`src/common/bridge_prot_pkg.sv`:
```
// constants and types shared by both ends of the bridge protection link
// assumes one core_clk domain with synchronous active-high reset
package bridge_prot_pkg;
  localparam int unsigned phase_count = 3;
  localparam logic [2:0] mode_per_cycle = 3'h0;
  localparam logic [2:0] mode_latched   = 3'h1;
  localparam int unsigned clk_period_ns = 10;
  localparam int unsigned low_pulse_min_ns = 100;
  localparam int unsigned low_pulse_cycles = (low_pulse_min_ns + clk_period_ns - 1) / clk_period_ns;
  localparam int unsigned pwm_period_cycles = 200;
  localparam int unsigned pwm_half_cycles = pwm_period_cycles / 2;
  localparam logic [7:0] pwm_duty_reset = 8'h64;
  typedef logic [phase_count-1:0] phase_vec_t;
endpackage

```
`src/common/bridge_prot_if.sv`:
```
// pin-level link between the controller and the power stage protection logic
// assumes open-drain status pins are resolved by the bench from the enables
interface bridge_prot_if;
  logic [2:0] pwm;
  logic [2:0] phase_reset_n;
  logic       mode_select_0;
  logic       mode_select_1;
  logic       mode_select_2;
  logic       fault_n;
  logic       fault_oe_n;
  logic       overtemp_warning_n;
  logic       overtemp_oe_n;

  modport device_end (
    input  pwm, phase_reset_n, mode_select_0, mode_select_1, mode_select_2,
    output fault_n, fault_oe_n, overtemp_warning_n, overtemp_oe_n
  );
  modport controller_end (
    output pwm, phase_reset_n, mode_select_0, mode_select_1, mode_select_2,
    input  fault_n, fault_oe_n, overtemp_warning_n, overtemp_oe_n
  );
endinterface

```
`src/core/bridge_protect.sv`:
```
// power stage protection and gate steering for three half bridges
// assumes link pins arrive asynchronously; sensor flags come from analog comparators
// Operation
// two overcurrent modes picked by mode pins
// per-cycle mode limits current, no shutdown
// per-cycle second path latches bridge off
// each bridge protected on its own
// low-side trip blanks both until next cycle
// high-side trip forces low side until cycle
// latched mode trip shuts whole device down
// controller pulses all resets after latch trip
// highest trip level only in latched mode
// warning low while above warning temperature
// overtemperature hi-z all bridges, fault low
// thermal latch cleared by all resets low
// power-on holds device inactive, clears latches; code clears all but the thermal latch
// undervoltage hi-z all bridges, fault low
// undervoltage recovers by itself
// reset low forces bridge hi-z
// reset rise clears per-cycle bridge shutdown
// global latches need rise on all resets
// controller gives minimum low-side pulse each cycle
// duty above half means positive current
// two-quadrant use should pick latched mode
// active-low fault and warning encoding
// normal gate steering follows pwm
// latched shutdowns ignore pwm activity
module bridge_protect (
  input  wire logic                          core_clk,
  input  wire logic                          rst,
  bridge_prot_if.device_end                  link,
  input  wire bridge_prot_pkg::phase_vec_t   high_side_oc,
  input  wire bridge_prot_pkg::phase_vec_t   low_side_oc,
  input  wire bridge_prot_pkg::phase_vec_t   short_detect,
  input  wire logic                          temp_warning,
  input  wire logic                          temp_shutdown,
  input  wire logic                          supply_undervoltage_guard,
  input  wire logic                          power_good,
  output logic [2:0]                         high_gate,
  output logic [2:0]                         low_gate
);
  logic [2:0] pwm_s1, pwm_s2;
  logic [2:0] rst_s1, rst_s2;
  logic [2:0] mode_s1, mode_s2;
  logic [2:0] pwm_prev, rst_prev;
  // comparator flags are asynchronous: two flops before any use
  logic [12:0] sense_s1, sense_s2;
  logic [2:0] hs_oc, ls_oc, short_oc;
  logic       warn_q, hot_q, uv_q, por_done;
  logic [2:0] blank_both, force_low, phase_latch, rise_seen;
  logic [2:0] next_blank_both, next_force_low, next_phase_latch, next_rise_seen;
  logic       thermal_shutdown_latch, oc_global_latch;
  logic       next_thermal_shutdown_latch, next_oc_global_latch;
  logic [2:0] next_high_gate, next_low_gate;
  logic       fault_q, next_fault;
  logic [2:0] rise, cycle_start;
  logic       latched_overcurrent_mode, any_oc, inactive;

  function automatic logic [2:0] rising(input logic [2:0] cur, input logic [2:0] prev);
    rising = cur & ~prev;
  endfunction

  always_ff @(posedge core_clk)
  begin
    if (rst)
    begin
      pwm_s1 <= 3'h0;
      pwm_s2 <= 3'h0;
      rst_s1 <= 3'h7;
      rst_s2 <= 3'h7;
      mode_s1 <= 3'h0;
      mode_s2 <= 3'h0;
      pwm_prev <= 3'h0;
      rst_prev <= 3'h7;
      sense_s1 <= 13'h0000;
      sense_s2 <= 13'h0000;
    end
    else
    begin
      pwm_s1   <= link.pwm;
      pwm_s2   <= pwm_s1;
      rst_s1   <= link.phase_reset_n;
      rst_s2   <= rst_s1;
      mode_s1  <= {link.mode_select_2, link.mode_select_1, link.mode_select_0};
      mode_s2  <= mode_s1;
      pwm_prev <= pwm_s2;
      rst_prev <= rst_s2;
      sense_s1 <= {high_side_oc, low_side_oc, short_detect, temp_warning, temp_shutdown,
                   supply_undervoltage_guard, power_good};
      sense_s2 <= sense_s1;
    end
  end

  assign hs_oc    = sense_s2[12:10];
  assign ls_oc    = sense_s2[9:7];
  assign short_oc = sense_s2[6:4];
  assign warn_q   = sense_s2[3];
  assign hot_q    = sense_s2[2];
  assign uv_q     = sense_s2[1];
  assign por_done = sense_s2[0];

  // reset pins seed high so the release of rst gives no false rise
  assign rise = rising(rst_s2, rst_prev);
  assign cycle_start = rising(pwm_s2, pwm_prev);
  assign latched_overcurrent_mode = (mode_s2 == bridge_prot_pkg::mode_latched);
  assign any_oc = |(hs_oc | ls_oc | short_oc);
  assign inactive = ~por_done | uv_q;

  always_comb
  begin
    next_blank_both = blank_both;
    next_force_low = force_low;
    next_phase_latch = phase_latch;
    next_rise_seen = rise_seen | rise;
    next_thermal_shutdown_latch = thermal_shutdown_latch | hot_q;
    next_oc_global_latch = oc_global_latch;
    if (latched_overcurrent_mode && any_oc)
      next_oc_global_latch = 1'b1;
    for (int i = 0; i < 3; i++)
    begin
      if (cycle_start[i])
      begin
        next_blank_both[i] = 1'b0;
        next_force_low[i] = 1'b0;
      end
      if (rise[i])
        next_phase_latch[i] = 1'b0;
      if (!latched_overcurrent_mode)
      begin
        if (ls_oc[i])
          next_blank_both[i] = 1'b1;
        if (hs_oc[i])
          next_force_low[i] = 1'b1;
        if (short_oc[i])
          next_phase_latch[i] = 1'b1;
      end
    end
    // an active cause holds the latch: set wins over clear
    if (&next_rise_seen && !hot_q && !(latched_overcurrent_mode && any_oc))
    begin
      next_thermal_shutdown_latch = 1'b0;
      next_oc_global_latch = 1'b0;
      next_rise_seen = 3'h0;
    end
    if (!(thermal_shutdown_latch || oc_global_latch))
      next_rise_seen = 3'h0;
    if (!por_done)
    begin
      next_blank_both = 3'h0;
      next_force_low = 3'h0;
      next_phase_latch = 3'h0;
      next_oc_global_latch = 1'b0;
    end
    next_fault = next_thermal_shutdown_latch | next_oc_global_latch | (|next_phase_latch)
      | inactive;
    for (int i = 0; i < 3; i++)
    begin
      next_high_gate[i] = pwm_s2[i];
      next_low_gate[i] = ~pwm_s2[i];
      // forced low side first, hi-z below overrides it
      if (next_force_low[i])
      begin
        next_high_gate[i] = 1'b0;
        next_low_gate[i] = 1'b1;
      end
      if (next_blank_both[i] || next_phase_latch[i] || !rst_s2[i] || inactive
          || next_thermal_shutdown_latch || next_oc_global_latch)
      begin
        next_high_gate[i] = 1'b0;
        next_low_gate[i] = 1'b0;
      end
    end
  end

  always_ff @(posedge core_clk)
  begin
    if (rst)
    begin
      blank_both <= 3'h0;
      force_low <= 3'h0;
      phase_latch <= 3'h0;
      rise_seen <= 3'h0;
      thermal_shutdown_latch <= 1'b0;
      oc_global_latch <= 1'b0;
      high_gate <= 3'h0;
      low_gate <= 3'h0;
      fault_q <= 1'b0;
    end
    else
    begin
      blank_both <= next_blank_both;
      force_low <= next_force_low;
      phase_latch <= next_phase_latch;
      rise_seen <= next_rise_seen;
      thermal_shutdown_latch <= next_thermal_shutdown_latch;
      oc_global_latch <= next_oc_global_latch;
      high_gate <= next_high_gate;
      low_gate <= next_low_gate;
      fault_q <= next_fault;
    end
  end

  // open drain: drive low only when asserted
  assign link.fault_n = 1'b0;
  assign link.fault_oe_n = ~fault_q;
  assign link.overtemp_warning_n = 1'b0;
  assign link.overtemp_oe_n = ~warn_q;
endmodule // bridge_protect

```
`src/flat_wrapper.sv`:
```
// flat-port wrapper written by rule: the top's interface ports become plain ports
module bridge_protect_flat 
  (core_clk, rst, high_side_oc, low_side_oc, short_detect, temp_warning, temp_shutdown, supply_undervoltage_guard, power_good, high_gate, low_gate, link_pwm, link_phase_reset_n, link_mode_select_0, link_mode_select_1, link_mode_select_2, link_fault_n, link_fault_oe_n, link_overtemp_warning_n, link_overtemp_oe_n);
  bridge_prot_if link_i ();
  input  wire logic core_clk;
  input  wire logic rst;
  input  wire bridge_prot_pkg::phase_vec_t high_side_oc;
  input  wire bridge_prot_pkg::phase_vec_t low_side_oc;
  input  wire bridge_prot_pkg::phase_vec_t short_detect;
  input  wire logic temp_warning;
  input  wire logic temp_shutdown;
  input  wire logic supply_undervoltage_guard;
  input  wire logic power_good;
  output logic [2:0] high_gate;
  output logic [2:0] low_gate;
  input wire logic [$bits(link_i.pwm)-1:0] link_pwm;
  input wire logic [$bits(link_i.phase_reset_n)-1:0] link_phase_reset_n;
  input wire logic [$bits(link_i.mode_select_0)-1:0] link_mode_select_0;
  input wire logic [$bits(link_i.mode_select_1)-1:0] link_mode_select_1;
  input wire logic [$bits(link_i.mode_select_2)-1:0] link_mode_select_2;
  output wire logic [$bits(link_i.fault_n)-1:0] link_fault_n;
  output wire logic [$bits(link_i.fault_oe_n)-1:0] link_fault_oe_n;
  output wire logic [$bits(link_i.overtemp_warning_n)-1:0] link_overtemp_warning_n;
  output wire logic [$bits(link_i.overtemp_oe_n)-1:0] link_overtemp_oe_n;
  assign link_i.pwm = link_pwm;
  assign link_i.phase_reset_n = link_phase_reset_n;
  assign link_i.mode_select_0 = link_mode_select_0;
  assign link_i.mode_select_1 = link_mode_select_1;
  assign link_i.mode_select_2 = link_mode_select_2;
  assign link_fault_n = link_i.fault_n;
  assign link_fault_oe_n = link_i.fault_oe_n;
  assign link_overtemp_warning_n = link_i.overtemp_warning_n;
  assign link_overtemp_oe_n = link_i.overtemp_oe_n;
  bridge_protect u_core (.core_clk(core_clk), .rst(rst), .link(link_i), .high_side_oc(high_side_oc), .low_side_oc(low_side_oc), .short_detect(short_detect), .temp_warning(temp_warning), .temp_shutdown(temp_shutdown), .supply_undervoltage_guard(supply_undervoltage_guard), .power_good(power_good), .high_gate(high_gate), .low_gate(low_gate));
endmodule
```
`config.mk`:
```
export PLATFORM = sky130hd
export DESIGN_NAME = bridge_protect_flat
export DESIGN_NICKNAME = d
export VERILOG_FILES = /design/src/common/bridge_prot_pkg.sv /design/src/common/bridge_prot_if.sv /design/src/core/bridge_protect.sv /design/src/flat_wrapper.sv
export SDC_FILE = /design/constraint.sdc
export NUM_CORES = 1
export LEC_CHECK = 0
export BUFFER_PORTS_ARGS = -buffer_cell sky130_fd_sc_hd__buf_4
export CORE_MARGIN = 8
export CORE_UTILIZATION = 30
export CTS_BUF_LIST = sky130_fd_sc_hd__clkbuf_4 sky130_fd_sc_hd__clkbuf_8
export DETAILED_ROUTE_END_ITERATION = 16
export PLACE_DENSITY = 0.51
export RECOVER_POWER = 25
export SLEW_MARGIN = 20
export SYNTH_ARGS = -nofsm -noshare
export SYNTH_HDL_FRONTEND = slang
export SYNTH_SLANG_ARGS = --single-unit
```
`constraint.sdc`:
```
create_clock -name core_clk -period 1.4 [get_ports core_clk]
set_input_delay 0.28 -clock core_clk [delete_from_list [all_inputs] [get_ports core_clk]]
set_output_delay 0.28 -clock core_clk [all_outputs]
set_load 0.05 [all_outputs]
```
# After elaboration in Yosys (flattened, before gate mapping)
# Index checks and enable logic that the tools add are counted.
dict set report op_classes {
  n_reduce_logical 34
  n_mul 0
  eq_ne 1
  n_div 0
  n_addsub 0
  order_cmp 0
  shifts 0
  bitwise 19
  muxes 37
}
# operator n
set op_table {}
lappend op_table {{1-bit two-way mux} 34}
lappend op_table {{3-bit OR reduction} 6}
lappend op_table {{1-bit logical OR} 16}
lappend op_table {{3-bit two-way mux} 3}
lappend op_table {{3-bit OR} 3}
lappend op_table {{1-bit NOT} 7}
lappend op_table {{3-bit bitwise AND} 2}
lappend op_table {{3-bit NOT} 2}
lappend op_table {{2-bit OR reduction} 3}
lappend op_table {{1-bit zero test} 5}
lappend op_table {{1-bit OR} 5}
lappend op_table {{3-bit by 1-bit == test with 1-bit output (second input constant)} 1}
lappend op_table {{1-bit logical AND} 3}
lappend op_table {{3-bit AND reduction} 1}
dict set report totals {
  reg_bits 71
  mem_count 0
  inputBits 24
  mem_bits_ro 0
  ramBits 0
  latch_bits 0
}

# Depth between registers and ports, before layout
dict set report depth {
  word_depth 12
  depth_mapped 6
  ltp_nobuf 5
}

# Least setup slack after synthesis
# Ideal clock, no wire load.
dict set report synth_timing {
  path_kind {flip-flop to flip-flop}
  start {register u_core.mode_s2[1]}
  end {register u_core.low_gate[0]}
  path_stages_with_launch 7
  path_buffers 1
  path_slack_ps -88
  t_arrival_ps 1421
  synth_period_minus_slack_ps 1488
  t_required_ps 1333
  path_cell_list {dfxtp_1 -> or3b_4 -> buf_6 -> a22oi_4 -> o2111a_1 -> o211ai_1 -> a21oi_2}
}
dict set report synth_between {
  elab_chain_len 9
  word_cells_on_any_way 21
  classes_between {1 x eq/ne; 11 x mux; 9 x reduce/logical}
}
# element line
set synth_rtl {}
lappend synth_rtl {{from (decl)} bridge_protect.sv:44} ;# logic [2:0] mode_s1, mode_s2;
lappend synth_rtl {{from (signal assigned)} bridge_protect.sv:85} ;# mode_s2 <= mode_s1;
lappend synth_rtl {{3-bit by 1-bit == test with 1-bit output *} bridge_protect.sv:105} ;# assign latched_overcurrent_mode = (mode_s2 == bridge_prot_pkg::mode_latched);
lappend synth_rtl {{1-bit two-way mux} bridge_protect.sv:128} ;# if (!latched_overcurrent_mode)
lappend synth_rtl {{3-bit two-way mux} bridge_protect.sv:147} ;# if (!por_done)
lappend synth_rtl {{1-bit logical OR (3 in a row)} bridge_protect.sv:166} ;# if (next_blank_both[i] || next_phase_latch[i] || !rst_s2[i] || inactive
lappend synth_rtl {{1-bit logical OR (2 in a row)} bridge_protect.sv:167} ;# || next_thermal_shutdown_latch || next_oc_global_latch)
lappend synth_rtl {{2-bit OR reduction (no source line)} -}
lappend synth_rtl {{to (signal assigned)} bridge_protect.sv:198} ;# low_gate <= next_low_gate;
lappend synth_rtl {{to (decl)} bridge_protect.sv:40} ;# output logic [2:0] low_gate
# Every way passes the cells marked *; elsewhere a longest branch is shown, timed or not.
# A chain may end at the register's enable or synchronous reset.

# Final worst setup path
dict set report layout_timing {
  start {register u_core.mode_s2[2]}
  end {register u_core.fault_q}
}
dict set report layout_between {
  elab_chain_len 9
  word_cells_on_any_way 16
  classes_between {1 x eq/ne; 8 x mux; 3 x bitwise; 4 x reduce/logical}
}
# element line
set layout_rtl {}
lappend layout_rtl {{3-bit by 1-bit == test with 1-bit output *} bridge_protect.sv:105}
lappend layout_rtl {{1-bit logical AND} {bridge_protect.sv:117, bridge_protect.sv:139}}
lappend layout_rtl {{1-bit zero test} bridge_protect.sv:139} ;# if (&next_rise_seen && !hot_q && !(latched_overcurrent_mode && any_oc))
lappend layout_rtl {{1-bit logical AND} bridge_protect.sv:139}
lappend layout_rtl {{1-bit two-way mux} bridge_protect.sv:139}
lappend layout_rtl {{1-bit two-way mux} bridge_protect.sv:147}
lappend layout_rtl {{1-bit OR} bridge_protect.sv:154} ;# next_fault = next_thermal_shutdown_latch | next_oc_global_latch | (|next_phase_latch)
lappend layout_rtl {{1-bit OR *} bridge_protect.sv:154}
lappend layout_rtl {{1-bit OR *} bridge_protect.sv:155} ;# | inactive;
lappend layout_rtl {{to (signal assigned)} bridge_protect.sv:199} ;# fault_q <= next_fault;
lappend layout_rtl {{to (decl)} bridge_protect.sv:55} ;# logic fault_q, next_fault;
# Marks and branches as above.

==> impl_metrics.toml <==
[grt]
use_met2_pct = 12.1
use_met3_pct = 2.97
track_usage_pct = 8.56
grt_overflow = 0
busiest_layer = "met2"
grt_max_degree = 25
grt_pass1_wl_microns = 6780
use_met1_pct = 10.4
antenna_found_initial = 0
grt_pass1_vias = 1489

[power_and_ir_drop]
ir_worst_vdd_mv = 0.565
leakagePower_nw = 1.20
p_per_area_nw_per_um2 = 1510

[die]
die_x_microns = 103
die_h_microns = 103
start_util_pct = 31.2
die-area_sq_um = 10600
rows = 31
io_pins = 34
coreArea_sq_um = 7290

[job]
maxCapViolCount = 0

[critical_path]
slowest_stage = "or3b_4"
path_cells = "or3b_4 -> nor2b_1 -> a221oi_1 -> and4b_1 -> o22ai_1"
worst_setup_path_end_kind = "register"
worstSetupPathType = "reg -> reg"
cp.required_ps = 1630
crit_family = "simple AND/OR/NAND/NOR gates"
crit_fanout = 6
crit_buf_inv = 0
max_stage_delay_ps = 450
cp-start-kind = "register"
worstPathArrival_ps = 1810

[sta]
skew_ps = 3.18
slew_viol_final = 0
layout_min_cycle_time_ps = 1580
hold_slack_ps = 117
rsz0062_at_grt = "yes"
fin_ws_ps = -176
setup_viol = 12
hold_viol_final = 0
fin_crit_sh_pct = 113
fmaxAchievable_mhz = 634

[placed_design]
hpwl_microns = 2950
port_buffers = 31
gp_congestion = 0.782

[synth]
synthCells = 206
async_flop_share_pct = 0
yosysWarnings = 0
synth_area_sq_um = 2280
synthFlopType = "dfxtp_1"
synth_area_per_cell_sq_um = 11.0
synth-seq-cells = 71
synth-edff-count = 0
synth_cell_types = 31
yosysSeqAreaShare_pct = 62.5

[drt]
wirelength_microns = 4140
drtPass1Iterations = 4
vias_per_cell = 4.08
drt_drc_violations_left = 0
wl_per_cell_microns = 11.4
drtAntennaViolNets = 0
vias = 1478
drtIter0Drc = 39

[cts]
cts_sinks = 71
root_buffer = "clkbuf_8"
clk_path_buf_depth = 2
clk_pin_slew_ps = 70
cts_buffers = 9
tritoncts = "built"
clk_latency_ps = 340
htreeDepth = 3

[finish]
fin_util_pct = 41.6
syn2layout_area_growth_pct = 33.4
diodes = 0
fin_nets = 282
drive_above_1_share_pct = 33.1
reg_top3 = "u_core.sense_s1 (13), u_core.sense_s2 (13)"

[min_path]
hp-class = "in -> reg"

[outcome]
status = "complete, but fails checks"
failed_checks = "setup timing"
-- power breakdown --
| group | internal, W | switching (W) | leakage, nW |
|---|---|---|---|
| sequential | 0.00209 | 0.0000282 | 0.583 |
| clock | 0.00146 | 0.000735 | 0.136 |
| combinational | 0.000142 | 0.000131 | 0.482 |
| total | 0.00369 | 0.000894 | 1.20 |
-- logic make-up after synthesis --
logic type	after synthesis	share of synthesized area, %
compound gates	26	10.4
buf+inv	13	2.80
flops	71	62.5
other cells	1	0.165
simple gates	95	24.1
-- what timing repair did --
action,CTS,global route
pin swaps,3,3
setup endpoints to repair,12,13
gates cloned,1,0
gates resized for setup,4,3
hold buffers,0,0
buffers inserted,1,1
-- metrics by stage --
stage                     setup WS (ps)  total power [W]  setup TNS, ps  cell area, sq um  instances
after global placement             -141          0.00244          -1270              2730        345
after CTS                          -158          0.00465          -1270              3050        363
after floorplan                   -51.7          0.00233           -171              2290        207
after global routing               -231          0.00477          -1890              3040        362
after detailed placement           -177          0.00244          -1320              2730        345
final                              -176          0.00459          -1130              3040        362
-- metal layers --
| metal | vias to the layer above | part of all wire [%] |
|---|---|---|
| li1 | 777 | - |
| met1 | 657 | 49 |
| met2 | 34 | 42 |
| met3 | 10 | 5.0 |
| met4 | 0 | 3.2 |
| met5 | - | 0 |
-- synthesized netlist by cell type, drive strengths merged, types with 2 or more instances --
library cell  instances  area share, %
buf                   3            1.2
o211a                 2           0.88
nand2b                8            2.2
a22oi                11            5.1
inv                   3           0.49
nor2b                47             13
nor2                 17            2.8
clkbuf                7            1.2
o21ai                 2           0.44
or2                   9            2.5
o2111ai               2           0.77
nor3                  6            1.3
dfxtp                71             62
nand2                 4           0.66
nor4                  2           0.82
-- area by class of cell --
class | instances | area, sq um
Fill cell | 745 | 4260
Sequential cell | 71 | 1420
Inverter | 3 | 11.3
Tap cell | 99 | 124
Clock buffer | 11 | 151
Timing Repair Buffer | 49 | 358
Multi-Input combinational cell | 124 | 841
Clock inverter | 5 | 128
-- worst paths after layout --
check / from / endpoint / slack, ps / cells after the start
worst min register to register: u_core.rst_s1[0] / u_core.rst_s2[0] / 410 / 1
worst max register to register: u_core.mode_s2[2] / u_core.fault_q / -180 / 5
worst max-delay path: u_core.mode_s2[2] / u_core.fault_q / -180 / 5
worst min-delay path: link_phase_reset_n[1] / u_core.rst_s1[1] / 120 / 2
-- layout by cell type, fill, tap and decap left out, types with 2 or more instances in the layout --
master and count:
or3b_4 2, dfxtp_1 70, nor2b_1 47, nand2_1 4, inv_1 3, nand2b_1 8
clkbuf_8 11, nor3_2 2, buf_4 46, nor3_1 4, or2_2 9, a22oi_1 7
a22oi_4 2, bufinv_16 4, clkbuf_1 2, o211a_1 2, o2111ai_2 2, nor2_1 17
conb_1 2, a22oi_2 2
Note: power is estimated with default switching activity, not from simulation.
